`config.mk`:
```
export PLATFORM = sky130hd
export DESIGN_NAME = sme_eeprom_master
export DESIGN_NICKNAME = d
export VERILOG_FILES = /design/src/verilog/sme_pkg.sv /design/src/verilog/sme_eeprom_master.sv
export SDC_FILE = /design/constraint.sdc
export NUM_CORES = 1
export LEC_CHECK = 0
export BUFFER_PORTS_ARGS = -buffer_cell sky130_fd_sc_hd__buf_2
export CORE_MARGIN = 4
export CORE_UTILIZATION = 44
export DETAILED_ROUTE_END_ITERATION = 10
export HOLD_SLACK_MARGIN = 0.15
export MAX_ROUTING_LAYER = met4
export SLEW_MARGIN = 10
export SYNTH_ARGS = -nofsm -noshare
export SYNTH_HDL_FRONTEND = slang
export SYNTH_SLANG_ARGS = --single-unit
```
`constraint.sdc`:
```
create_clock -name clk -period 8.5 [get_ports clk]
set_clock_uncertainty 0.2 [all_clocks]
set_input_delay 1.7 -clock clk [delete_from_list [all_inputs] [get_ports clk]]
set_output_delay 1.7 -clock clk [all_outputs]
set_load 0.01 [all_outputs]
```
`src/verilog/sme_pkg.sv`:
```
// Constants for the serial EEPROM master: timing, frame layout, commands.
// Assumes a 200 MHz system clock and an SPI mode 0 EEPROM slave.
package sme_pkg;
  localparam int unsigned CLK_HZ = 200_000_000;
  localparam int unsigned SCK_HZ = 2_000_000;
  // Half period of the serial clock in system cycles
  localparam int unsigned SCK_HALF_CYC = CLK_HZ / (2 * SCK_HZ);
  // Least idle time between frames: one bit period
  localparam int unsigned GAP_NS = 500;
  localparam int unsigned CLK_PERIOD_PS = 5000;
  localparam int unsigned GAP_CYC =
    (GAP_NS * 1000 + CLK_PERIOD_PS - 1) / CLK_PERIOD_PS;

  localparam logic [7:0] WRITE_ENABLE_CMD = 8'h06;
  localparam logic [7:0] WRITE_DISABLE_CMD = 8'h04;
  localparam logic [7:0] STATUS_READ_CMD = 8'h05;
  localparam logic [7:0] STATUS_WRITE_CMD = 8'h01;
  localparam logic [7:0] ARRAY_READ_CMD = 8'h03;
  localparam logic [7:0] ARRAY_WRITE_CMD = 8'h02;

  localparam logic [5:0] LEN_CMD = 6'h08;
  localparam logic [5:0] LEN_STATUS = 6'h10;
  localparam logic [5:0] LEN_DATA = 6'h20;

  localparam int unsigned WRITE_BUSY_BIT = 0;
  localparam int unsigned WRITE_LATCH_BIT = 1;
  localparam int unsigned ADDR_W = 13;
  localparam logic [12:0] ADDR_MAX = 13'h1fff;

  localparam int unsigned FIFO_DEPTH = 8;
  localparam int unsigned FIFO_WIDTH = 8;

  typedef enum logic [2:0] {
    OP_WRITE_BYTE = 3'h0,
    OP_READ_BYTE = 3'h1,
    OP_STATUS_READ = 3'h2,
    OP_STATUS_WRITE = 3'h3,
    OP_WRITE_DISABLE = 3'h4
  } sme_op_type;

  typedef enum logic [2:0] {
    ST_IDLE = 3'b000,
    ST_LATCH_ON = 3'b001,
    ST_CHECK = 3'b011,
    ST_WRITE = 3'b010,
    ST_POLL = 3'b110,
    ST_READ = 3'b111,
    ST_PUSH = 3'b101
  } sme_state_type;
endpackage

```
`src/verilog/sme_eeprom_master.sv`:
```
// Serial EEPROM master: operation sequencer, frame shifter, result FIFO.
// Assumes one EEPROM slave on the link, mode 0, clk at 200 MHz.
`timescale 1ns/10ps

module sme_fifo #(
  parameter int unsigned WIDTH = 8,
  parameter int unsigned DEPTH = 8
) (
  input wire logic clk,
  input wire logic rst,
  input wire logic in_valid,
  output logic in_ready,
  input wire logic [WIDTH-1:0] in_data,
  output logic out_valid,
  input wire logic out_ready,
  output logic [WIDTH-1:0] out_data
);
  localparam int unsigned AW = $clog2(DEPTH);
  logic [WIDTH-1:0] mem_q [DEPTH];
  logic [AW-1:0] wr_q;
  logic [AW-1:0] rd_q;
  logic [AW:0] cnt_q;
  logic push;
  logic pop;

  assign in_ready = (cnt_q != DEPTH[AW:0]);
  assign out_valid = (cnt_q != '0);
  assign out_data = mem_q[rd_q];
  assign push = in_valid && in_ready;
  assign pop = out_valid && out_ready;

  always_ff @(posedge clk) begin
    if (push) begin
      mem_q[wr_q] <= in_data;
    end
  end

  always_ff @(posedge clk or posedge rst) begin
    if (rst) begin
      wr_q <= '0;
      rd_q <= '0;
      cnt_q <= '0;
    end else begin
      if (push) begin
        wr_q <= (wr_q == AW'(DEPTH - 1)) ? '0 : wr_q + 1'b1;
      end
      if (pop) begin
        rd_q <= (rd_q == AW'(DEPTH - 1)) ? '0 : rd_q + 1'b1;
      end
      if (push && !pop) begin
        cnt_q <= cnt_q + 1'b1;
      end else if (pop && !push) begin
        cnt_q <= cnt_q - 1'b1;
      end
    end
  end
endmodule

// Contract
// - Unit is sole master, drives select, clock
// - Serial clock 2 MHz from divided system clock
// - Separate data out and data in pins
// - Frames: 8, 16, or 32 bits by command
// - Done flag after final bit shifted out
// - Write enable 06, write disable 04
// - Status read 05, status write 01
// - Array read command 03 returns data
// - Array write command 02 stores data
// - Byte addresses span 0000 to 1fff
// - Write: enable, check latch, write, poll busy
// - Slot load clears empty flag; move sets
// - Wait one bit period between frames
module sme_eeprom_master
  import sme_pkg::*;
(
  input wire logic clk,
  input wire logic rst,
  input wire logic op_valid,
  output logic op_ready,
  input wire logic [2:0] op_code,
  input wire logic [12:0] op_addr,
  input wire logic [7:0] op_data,
  output logic op_fail,
  output logic rd_valid,
  input wire logic rd_ready,
  output logic [7:0] rd_data,
  output logic tx_done_flag,
  output logic tx_buffer_empty_flag,
  output logic chip_select_line_n,
  output logic serial_clock_line,
  output logic serial_data_out,
  input wire logic serial_data_in
);
  sme_state_type state_q;
  logic [2:0] op_q;
  logic [12:0] addr_q;
  logic [7:0] data_q;
  logic issued_q;
  logic fail_q;
  logic din_s1_q;
  logic din_s2_q;
  logic [31:0] slot_q;
  logic [5:0] slot_len_q;
  logic tbe_q;
  logic [31:0] sh_q;
  logic [31:0] rx_q;
  logic [5:0] bits_q;
  logic [7:0] half_q;
  logic busy_q;
  logic sck_q;
  logic cs_n_q;
  logic done_q;
  logic txd_q;
  logic [7:0] gap_q;
  logic [31:0] frame_word;
  logic [5:0] frame_len;
  logic load_frame;
  logic can_start;
  logic push_valid;
  logic push_ready;
  logic [7:0] rx_byte;

  assign rx_byte = rx_q[7:0];
  assign op_ready = (state_q == ST_IDLE);
  assign op_fail = fail_q;
  assign tx_done_flag = txd_q;
  assign tx_buffer_empty_flag = tbe_q;
  assign chip_select_line_n = cs_n_q;
  assign serial_clock_line = sck_q;
  assign serial_data_out = sh_q[31];
  assign push_valid = (state_q == ST_PUSH);

  // Data in passes two flops before use
  always_ff @(posedge clk or posedge rst) begin
    if (rst) begin
      din_s1_q <= 1'b0;
      din_s2_q <= 1'b0;
    end else begin
      din_s1_q <= serial_data_in;
      din_s2_q <= din_s1_q;
    end
  end

  // Frame contents per sequencer state
  always_comb begin
    frame_word = '0;
    frame_len = LEN_CMD;
    case (state_q)
      ST_LATCH_ON: begin
        frame_word = {WRITE_ENABLE_CMD, 24'h0};
        frame_len = LEN_CMD;
      end
      ST_CHECK, ST_POLL: begin
        frame_word = {STATUS_READ_CMD, 24'h0};
        frame_len = LEN_STATUS;
      end
      ST_WRITE: begin
        if (op_q == OP_STATUS_WRITE) begin
          frame_word = {STATUS_WRITE_CMD, data_q, 16'h0};
          frame_len = LEN_STATUS;
        end else begin
          frame_word = {ARRAY_WRITE_CMD, 3'h0, addr_q, data_q};
          frame_len = LEN_DATA;
        end
      end
      ST_READ: begin
        if (op_q == OP_STATUS_READ) begin
          frame_word = {STATUS_READ_CMD, 24'h0};
          frame_len = LEN_STATUS;
        end else if (op_q == OP_WRITE_DISABLE) begin
          frame_word = {WRITE_DISABLE_CMD, 24'h0};
          frame_len = LEN_CMD;
        end else begin
          frame_word = {ARRAY_READ_CMD, 3'h0, addr_q, 8'h00};
          frame_len = LEN_DATA;
        end
      end
      default: begin
        frame_word = '0;
        frame_len = LEN_CMD;
      end
    endcase
  end

  // Next frame only once the link has idled a bit period
  assign can_start = !issued_q && tbe_q && !busy_q && !done_q &&
                     (gap_q == '0);
  assign load_frame = can_start && (state_q != ST_IDLE) &&
                      (state_q != ST_PUSH);

  // Transmit slot and its empty flag
  always_ff @(posedge clk or posedge rst) begin
    if (rst) begin
      slot_q <= '0;
      slot_len_q <= LEN_CMD;
      tbe_q <= 1'b1;
    end else if (load_frame) begin
      slot_q <= frame_word;
      slot_len_q <= frame_len;
      tbe_q <= 1'b0;
    end else if (!tbe_q && !busy_q) begin
      tbe_q <= 1'b1;
    end
  end

  // Shifter: mode 0, sample on rise, shift on fall
  always_ff @(posedge clk or posedge rst) begin
    if (rst) begin
      sh_q <= '0;
      rx_q <= '0;
      bits_q <= '0;
      half_q <= '0;
      busy_q <= 1'b0;
      sck_q <= 1'b0;
      cs_n_q <= 1'b1;
      done_q <= 1'b0;
    end else begin
      done_q <= 1'b0;
      if (!tbe_q && !busy_q) begin
        sh_q <= slot_q;
        bits_q <= slot_len_q;
        half_q <= '0;
        busy_q <= 1'b1;
        sck_q <= 1'b0;
        cs_n_q <= 1'b0;
      end else if (busy_q) begin
        if (half_q == 8'(SCK_HALF_CYC - 1)) begin
          half_q <= '0;
          if (!sck_q) begin
            sck_q <= 1'b1;
            rx_q <= {rx_q[30:0], din_s2_q};
          end else begin
            sck_q <= 1'b0;
            sh_q <= {sh_q[30:0], 1'b0};
            bits_q <= bits_q - 1'b1;
            if (bits_q == 6'h01) begin
              busy_q <= 1'b0;
              cs_n_q <= 1'b1;
              done_q <= 1'b1;
            end
          end
        end else begin
          half_q <= half_q + 1'b1;
        end
      end
    end
  end

  // Transmit-done flag: set after last bit, cleared on next load
  always_ff @(posedge clk or posedge rst) begin
    if (rst) begin
      txd_q <= 1'b0;
    end else if (done_q) begin
      txd_q <= 1'b1;
    end else if (load_frame) begin
      txd_q <= 1'b0;
    end
  end

  // Gap counter between frames
  always_ff @(posedge clk or posedge rst) begin
    if (rst) begin
      gap_q <= '0;
    end else if (done_q) begin
      gap_q <= 8'(GAP_CYC);
    end else if (gap_q != '0) begin
      gap_q <= gap_q - 1'b1;
    end
  end

  // Failure flag: latch not confirmed set
  always_ff @(posedge clk or posedge rst) begin
    if (rst) begin
      fail_q <= 1'b0;
    end else if (state_q == ST_CHECK && done_q &&
                 !rx_byte[WRITE_LATCH_BIT]) begin
      fail_q <= 1'b1;
    end else if (op_valid && op_ready) begin
      fail_q <= 1'b0;
    end
  end

  // Operation sequencer
  always_ff @(posedge clk or posedge rst) begin
    if (rst) begin
      state_q <= ST_IDLE;
      op_q <= OP_WRITE_BYTE;
      addr_q <= '0;
      data_q <= '0;
      issued_q <= 1'b0;
    end else begin
      if (load_frame) begin
        issued_q <= 1'b1;
      end else if (done_q) begin
        issued_q <= 1'b0;
      end
      case (state_q)
        ST_IDLE: begin
          if (op_valid) begin
            op_q <= op_code;
            addr_q <= op_addr & ADDR_MAX;
            data_q <= op_data;
            if (op_code == OP_WRITE_BYTE || op_code == OP_STATUS_WRITE) begin
              state_q <= ST_LATCH_ON;
            end else begin
              state_q <= ST_READ;
            end
          end
        end
        ST_LATCH_ON: begin
          if (done_q) begin
            state_q <= ST_CHECK;
          end
        end
        ST_CHECK: begin
          if (done_q) begin
            state_q <= rx_byte[WRITE_LATCH_BIT] ? ST_WRITE : ST_IDLE;
          end
        end
        ST_WRITE: begin
          if (done_q) begin
            state_q <= ST_POLL;
          end
        end
        ST_POLL: begin
          if (done_q && !rx_byte[WRITE_BUSY_BIT]) begin
            state_q <= ST_IDLE;
          end
        end
        ST_READ: begin
          if (done_q) begin
            state_q <= (op_q == OP_WRITE_DISABLE) ? ST_IDLE : ST_PUSH;
          end
        end
        ST_PUSH: begin
          if (push_ready) begin
            state_q <= ST_IDLE;
          end
        end
        default: begin
          state_q <= ST_IDLE;
        end
      endcase
    end
  end

  sme_fifo #(
    .WIDTH(FIFO_WIDTH),
    .DEPTH(FIFO_DEPTH)
  ) u_fifo (
    .clk(clk),
    .rst(rst),
    .in_valid(push_valid),
    .in_ready(push_ready),
    .in_data(rx_byte),
    .out_valid(rd_valid),
    .out_ready(rd_ready),
    .out_data(rd_data)
  );
endmodule

```
# After elaboration in Yosys (flattened, before gate mapping)
# Memories as Yosys holds them, arrays and structs flattened.
# Cells that the tools add are included.
dict set report word_totals {
  ram_bits 64
  n_memories 1
  regBits 147
  latchBits 0
  rom_bits 0
}
dict set report op_classes {
  multipliers 0
  n_reduce_logical 46
  magnitude_cmp 0
  eq_ne 23
  div 0
  addsub 7
  n_shift 0
  n_bitwise 2
  muxes 65
}
# memory words width read_ports rd_clocked_by_memory_dff write_ports line
set mem_list {}
lappend mem_list {u_fifo.mem_q 8 8 1 0 1 sme_eeprom_master.sv:19} ;# logic [WIDTH-1:0] mem_q [DEPTH];
# cell count
set ops {}
lappend ops {{two-way mux 32 bit} 4}
lappend ops {{case mux 27 bit (4 select lines)} 1}
lappend ops {{two-way mux 27 bit} 2}
lappend ops {{two-way mux 6 bit} 7}
lappend ops {{two-way mux 8 bit} 5}
lappend ops {{two-way mux 3 bit} 11}
lappend ops {{two-way mux 1 bit} 29}
lappend ops {{two-way mux 26 bit} 1}
lappend ops {{case mux 3 bit (7 select lines)} 1}
lappend ops {{== test 3 bit, second input constant} 6}
lappend ops {{case mux 6 bit (3 select lines)} 1}
lappend ops {{nonzero test 2 bit} 9}
lappend ops {{== test 3 x 2 -> 1 bit, second input constant} 5}
lappend ops {{logical AND 1 bit} 15}
lappend ops {{inequality test 2 bit, second input constant} 7}
lappend ops {{adder 8 x 1 -> 8 bit, second input constant} 1}
lappend ops {{== test 8 x 6 -> 1 bit, second input constant} 1}
lappend ops {{zero test 1 bit} 8}
lappend ops {{zero test 8 bit} 1}
lappend ops {{two-way mux 4 bit} 2}
lappend ops {{AND reduction 4 bit} 2}
lappend ops {{nonzero test 8 bit} 1}
lappend ops {{subtractor 8 x 1 -> 8 bit, second input constant} 1}
lappend ops {{AND reduction 7 bit} 1}
lappend ops {{17 further kinds} 21}

# Longest topological paths before layout
# Gate-level depths: netlist of the first run.
dict set report depth {
  word_depth 9
  depth_mapped 12
}

# Modules after synthesis
# A second synthesis of the first run with hierarchy kept.
dict set report hier_totals {
  hier_cells 700
  hier_area_um2 8984.9
}
# mod area_each_um2 seq_area_each_um2 cells_each n_inst
set modules_own_cells {}
lappend modules_own_cells {sme_eeprom_master 5798.1 3231.8 541 1}
lappend modules_own_cells {sme_fifo 3186.8 2172.1 159 1}

# Least setup slack after synthesis of the first run
# Ideal clock, no wire load.
dict set report synth_path {
  path_kind {input port to flip-flop}
  startpoint {input rd_ready}
  endpoint {register u_fifo.cnt_q[3]}
  t_arrival_ps 3329
  n_path_buf 0
  setup_slack_ps 4845
  stages 8
  setup_time_ps 126
  cell_sequence {nand2_1 > ha_1 > inv_1 > ha_1 > a21o_1 > a2111oi_0 > a31oi_1 > a221o_1}
}
dict set report synth_via {
  elab_chain_len 4
  elab_cells_between_ends 6
  classes_between {mux: 1; reduce/logical: 5}
}
# item line
set synth_lines {}
lappend synth_lines {{start, declared} sme_eeprom_master.sv:85} ;# input wire logic rd_ready,
lappend synth_lines {{logical AND 1 bit (*)} sme_eeprom_master.sv:30} ;# assign pop = out_valid && out_ready;
lappend synth_lines {{zero test 1 bit} sme_eeprom_master.sv:50} ;# if (push && !pop) begin
lappend synth_lines {{logical AND 1 bit} sme_eeprom_master.sv:50}
lappend synth_lines {{two-way mux 4 bit or nonzero test 2 bit (tied branches)} n/a}
lappend synth_lines {{end signal, assigned} sme_eeprom_master.sv:51} ;# cnt_q <= cnt_q + 1'b1;
lappend synth_lines {{end signal, assigned} sme_eeprom_master.sv:53} ;# cnt_q <= cnt_q - 1'b1;
lappend synth_lines {{end, declared} sme_eeprom_master.sv:22} ;# logic [AW:0] cnt_q;
# Every way passes the cells marked *; elsewhere a longest branch is shown, timed or not.
# A chain may end at the register's enable or synchronous reset.

# Worst setup path after layout of the first run
dict set report layout_path {
  startpoint {register u_fifo.rd_q[0]}
  endpoint {output rd_data[4]}
}
dict set report layout_via {
  elab_chain_len 1
}
# item line
set layout_lines {}
lappend layout_lines {{start, declared} sme_eeprom_master.sv:21} ;# logic [AW-1:0] rd_q;
lappend layout_lines {{start signal, assigned} sme_eeprom_master.sv:48} ;# rd_q <= (rd_q == AW'(DEPTH - 1)) ? '0 : rd_q + 1'b1;
lappend layout_lines {{memory read (8 x 8 bit)} n/a}
lappend layout_lines {{end, declared} sme_eeprom_master.sv:86} ;# output logic [7:0] rd_data,
# No other way between the ends.

==> results of run 1 <==
## state kept, by name (all words and copies together) (netlist names), 4 cells and up
signal,count
u_fifo.mem_q,64
data_q,8
addr_q,13
bits_q,6
sh_q,32
slot_q,27
rx_q,8
u_fifo.cnt_q,4
half_q,8
gap_q,8
## how the worst max path moves through the flow
stage,startpoint,endpoint,cells past startpoint
after floorplan,rst,addr_q[0],1
after global placement,u_fifo.rd_q[0],rd_data[4],3
after detailed placement,u_fifo.rd_q[0],rd_data[4],3
after CTS,u_fifo.rd_q[0],rd_data[4],3
after global routing,u_fifo.rd_q[0],rd_data[4],3
final,u_fifo.rd_q[0],rd_data[4],3
## through the flow
step / utilization / instance area [µm²] / hold WS, ps
after global routing: 0.512 / 10100 / 298
after CTS: 0.512 / 10100 / 280
after floorplan: - / 8880 / 131
after global placement: 0.473 / 9290 / 139
after detailed placement: 0.473 / 9290 / 140
final: 0.512 / 10100 / 277
## routing by layer
layer | vias up | share of wire | GRT usage
li1 | 2652 | - | -
met1 | 2844 | 0.46 | 0.218
met2 | 96 | 0.48 | 0.261
met3 | 26 | 0.034 | 0.0242
met4 | 0 | 0.022 | 0.0425
met5 | - | 0 | -
## repair_timing
action                                  4_1_cts  5_1_grt
resized for setup                             0        0
hold buffers                                  1        0
endpoints found under the setup margin        0        0
endpoints found under the hold margin         1        0
## final cells by class
class | count | area share
clock buffer | 28 | 0.0590
timing repair buffer | 54 | 0.0296
tap | 265 | 0.0329
clock inverter | 14 | 0.0173
multi-input combinational | 450 | 0.319
sequential | 203 | 0.537
inverter | 13 | 0.00534
## worst max-delay path, stage by stage (launching register included)
cell	delay [ps]
dfrtp_1	1040
mux4_2	600
mux2_2	290
buf_2	140
## report_power, final
| part | switching (mW) | internal [mW] | total [mW] |
|---|---|---|---|
| combinational | 0.158 | 0.224 | 0.383 |
| sequential | 0.146 | 1.09 | 1.23 |
| clock | 0.388 | 0.619 | 1.01 |
| total | 0.693 | 1.93 | 2.62 |
## cells by family after synthesis
| logic type | share of synthesized area |
|---|---|
| fa+ha+maj | 0.0206 |
| buf+inv | 0.0295 |
| flops | 0.609 |
| mux | 0.0985 |
| simple gates | 0.127 |
| xor+xnor | 0.0128 |
| compound gates | 0.103 |
## cells in the mapped netlist, drive strengths merged, types with 13 or more instances
cell type,n
mux2,43
edfxtp,64
a31oi,31
dfrtp,136
ha,13
nor2,52
clkbuf,17
mux4,16
a21oi,19
buf,26
nand2,99
a22o,17
o21ai,20
nand2b,13
inv,13
==> flow_summary.ini, run 1 <==
[placement]
pre_cts_slack_ps = 4490
placedCellCount = 984
dpl.hpwl_mm = 10.7
io_buffers = 44
gp_congestion = 0.764

[logic_synthesis]
ys_seq_elements = 203
avgSynthCellArea_um2 = 12.5
synth_nets = 752
yosys.area.top_type = dfrtp_1
ys_types = 67
synth_ff_type = dfrtp_1
synth-seq-area-share = 0.609
synth_edf_count = 64
async_flop_share = 0.685
synth_top_cell_area_share = 0.383
syn_area_mm2 = 0.00888
synth_area_leaders = dfrtp_1, edfxtp_1, mux2_2
synthCells = 709
synth_warnings = 0

[finish]
layout_common_cells = dfrtp_1, nand2_1, edfxtp_1
syn_to_final_growth_pct = 13.4
regArea_mm2 = 0.00540
drive_gt1_frac = 0.214
final_common_cell = dfrtp_1
nets = 788
n_antenna_cell = 0
final_cells = 1027
nFillCells = 1752
multi_input_area_mm2 = 0.00321

[pwr]
peakVddDrop_mv = 0.140
p_per_area_mw_per_mm2 = 261
total_power_mw = 2.62
p_leak_nw = 4.41

[critical_path]
worstSetupEndpointType = output pin
regToRegSetupSlack_ps = 4950
critPathMaxFanout = 19
start_kind = flop
setup.worst_path.class = reg2out
r2r_cells = 10
r2r-start = u_fifo.cnt_q[0]
r2r_end = u_fifo.cnt_q[3]
cp.required_ps = 6600
critPathArrivalTime_ps = 2580

[clock_network]
post-cts-setup-buffers = 0
htreeDepth = 1
cts_tree = done
clockBufferDepth = 3
cts_sinks = 203
root_buffer = clkbuf_16
cts_inserted_buffers = 23
worst_skew_pair.late_latency_ps = 500
cts.clk_slew.worst_paths_ps = 60

[global_routing]
track_usage = 0.162
overflow = 0
grt_pass1_vias = 5618
grt_pass1_wl_mm = 29.0
grt_max_degree = 80
antenna_found_initial = 0

[min_path]
min_path_type = reg2reg
hold_start = din_s2_q
holdPathEnd = rx_q[0]
hold-path-cell-count = 1

[sta]
maxSlewHeadroom = 0.254
max_freq_mhz = 223
fin_crit_ps = 4480
fin_ws_ps = 4020
post-route-period-util = 0.527
rsz0062_at_grt = false
setup_tns_ps = 0
hold_viol_final = 0
setup-violations-final = 0
slew_viol_final = 0
worstMarginPinSlew_ps = 1120

[routing]
wire_per_inst_um = 16.5
drc = 0
via_per_inst = 5.47
drt_iter0_drc = 459
num_vias = 5618
ant_nets = 0
drt_pass1_iterations = 4
drt_wl_total_mm = 17.0

[floorplan]
core_area_mm2 = 0.0197
initial_core_util = 0.452
rows = 51
ios = 45
die-area_mm2 = 0.0225
die_y_um = 150
die_x_um = 150

[status]
outcome = finished, final reports clean

[run]
drv_cap = 0
No activity file was read; power rests on OpenSTA's default activity.
==> run 2: changes to the inputs <==
Settings changed: ABC_AREA set to 1.
Clock period 8.5 ns to 4 ns, I/O delays scaled along.
==> run 2 against run 1 <==
Sequential share of layout area decreased by 3.4 points. Critical endpoint is now rd_data[0]. Utilization shrank 0.41 points. Largest cell class unchanged. Critical path type unchanged. Die area is 7.2% higher.
==> flow_summary.ini, run 2 <==
[logic_synthesis]
synth_area_leaders = dfrtp_1, edfxtp_1, nand2_1
synth-seq-area-share = 0.566
avgSynthCellArea_um2 = 9.50
synth_ff_type = dfrtp_1
synthTopCellsByCount = nand2_1, dfrtp_1, nor2_1
synth_warnings = 0
async_flop_share = 0.685
synth_edf_count = 64
syn_area_mm2 = 0.00955
ys_seq_elements = 203
synth_top_cell_area_share = 0.356
yosys.area.top_type = dfrtp_1
ys_types = 46
synthMostInstantiatedCell = nand2_1
synthCells = 1005
synth_nets = 1048

[status]
outcome = finished, final reports clean

[routing]
drc = 0
wire_per_inst_um = 14.6
drt_iter0_drc = 389
via_per_inst = 5.05
num_vias = 6747
drt_pass1_iterations = 5
ant_nets = 0
drt_wl_total_mm = 19.5

[pwr]
peakVddDrop_mv = 0.367
sw_frac_of_total = 0.318
seqPwrFrac = 0.408
combPwrFrac = 0.236
clkPwrFrac = 0.356
power_switching_mw = 1.98
p_leak_nw = 5.03
internal_power_mw = 4.25
p_per_area_mw_per_mm2 = 580

[min_path]
holdPathEnd = din_s2_q
min_path_type = reg2reg
hold_start = din_s1_q
hold-path-cell-count = 0

[finish]
final_cells = 1335
largest_register = u_fifo.mem_q
layout_common_cells = nand2_1, dfrtp_1, nor2_1
reg_top3 = u_fifo.mem_q (64), sh_q (32), slot_q (27)
syn_to_final_growth_pct = 12.5
drive_gt1_frac = 0.157
nFillCells = 1963
largest_reg_flops = 64
n_antenna_cell = 0
nets = 1087
finish.utilization = 0.508
final_common_cell = nand2_1

[floorplan]
die-area_mm2 = 0.0241
initial_core_util = 0.452
die_y_um = 155
die_x_um = 155
ios = 45
core_area_mm2 = 0.0212
rows = 53

[sta]
setup_tns_ps = 0
rsz0062_at_grt = false
hold_viol_final = 0
whs_ps = 201
post-route-period-util = 0.864
slew_viol_final = 0
maxSlewHeadroom = 0.276
max_freq_mhz = 290
fin_crit_ps = 3450
worstMarginPinSlew_ps = 1080
setup-violations-final = 0
fin_ws_ps = 546

[clock_network]
cts_inserted_buffers = 23
cts.clk_slew.worst_paths_ps = 60
post-cts-setup-buffers = 0
root_buffer = clkbuf_16
cts_tree = done
worst_skew_pair.late_latency_ps = 500
htreeDepth = 1
cts_sinks = 203
clockBufferDepth = 3

[critical_path]
regToRegSetupSlack_ps = 1390
r2r-start = state_q[1]
start_kind = flop
critPathMaxFanout = 34
critPathArrivalTime_ps = 2450
cp.required_ps = 3000
r2r_end = u_fifo.mem_q[5][4]
crit_chain = buf_4 -> inv_1 -> o21ai_0 -> o21ai_0 -> nand2_1 -> nand2_1 -> buf_2
worstSetupEndpointType = output pin
setup.worst_path.class = reg2out
r2r_cells = 7
crit_slowest_cell = inv_1
max_stage_delay_ps = 720

[run]
drv_cap = 0

[global_routing]
track_usage = 0.171
grt_max_degree = 84
overflow = 0
grt_pass1_wl_mm = 33.4
antenna_found_initial = 0
grt_pass1_vias = 6500

[placement]
gp_congestion = 0.809
dpl.hpwl_mm = 12.5
placedCellCount = 1293
io_buffers = 44
pre_cts_slack_ps = 1040
[run 2: cell types whose count changed in the layout (fill, tap and decap cells not counted), sizes merged, moves of 31 or more]
cell   before  now
nand2      99  336
nand3       7   54
inv        14   59
mux2       43    0
o21ai      20  115
nor2       52  102
a31oi      31    0
[run 2: worst max-delay path: cells and delay by family, from the launching register on]
kind	cells	cell delay (ps)
DFF	1	360
buffers and inverters	3	1090
and+or+nand+nor	2	160
AOI/OAI and AO/OA	2	360
[run 2: kinds of logic (layout without fill, tap and decap cells)]
group / count (synthesis) / count (layout) / share of synthesized area
simple gates: 525 / 525 / 0.239
buf+inv: 98 / 153 / 0.0524
compound gates: 130 / 130 / 0.0882
flops: 203 / 203 / 0.566
fa+ha+maj: 14 / 14 / 0.0191
xor+xnor: 9 / 9 / 0.00825
mux: 26 / 26 / 0.0272
[run 2: stage by stage]
step	area, µm²	total power [mW]
4_1_cts	10700	6.31
3_5_place_dp	9930	4.06
5_1_grt	10700	6.64
3_3_place_gp	9930	4.03
6_report	10700	6.23
2_1_floorplan	9560	3.67
[run 2: final cells by class]
type | count | area (µm²) | share of cell area
Timing Repair Buffer | 50 | 293 | 0.0272
Clock buffer | 32 | 659 | 0.0614
Clock inverter | 9 | 150 | 0.0140
Sequential cell | 203 | 5400 | 0.503
Multi-Input combinational cell | 704 | 3650 | 0.340
Inverter | 62 | 244 | 0.0227
Tap cell | 275 | 344 | 0.0320
[run 2: per-layer routing]
metal,vias to the layer above,track usage,wire length (µm)
met4,0,0.0338,250
li1,3401,-,-
met5,-,-,0
met1,3221,0.257,9830
met2,101,0.251,8690
met3,24,0.0242,763
[run 2: worst max-delay path by stage]
| stage | cells after the start | startpoint | end | slack (ps) |
|---|---|---|---|---|
| after floorplan | 1 | rst | addr_q[0] | 1270 |
| after detailed placement | 7 | u_fifo.rd_q[0] | rd_data[0] | 1040 |
| final | 7 | u_fifo.rd_q[0] | rd_data[0] | 550 |
| after global routing | 7 | u_fifo.rd_q[0] | rd_data[2] | 300 |
| after CTS | 7 | u_fifo.rd_q[0] | rd_data[0] | 500 |
| after global placement | 7 | u_fifo.rd_q[0] | rd_data[2] | 1190 |
[run 2: what timing repair did]
item,in CTS,in global routing
hold endpoints to repair,12,0
hold buffers,1,0
resized for setup,0,0
setup endpoints to repair,0,0
[run 2: power groups by stage]
stage	registers, mW	logic, mW	clock network [mW]
final	2.54	1.47	2.22
after global routing	2.57	1.71	2.36
after CTS	2.54	1.49	2.28
after detailed placement	2.58	1.48	0
after global placement	2.57	1.45	0
after floorplan	2.50	1.17	0
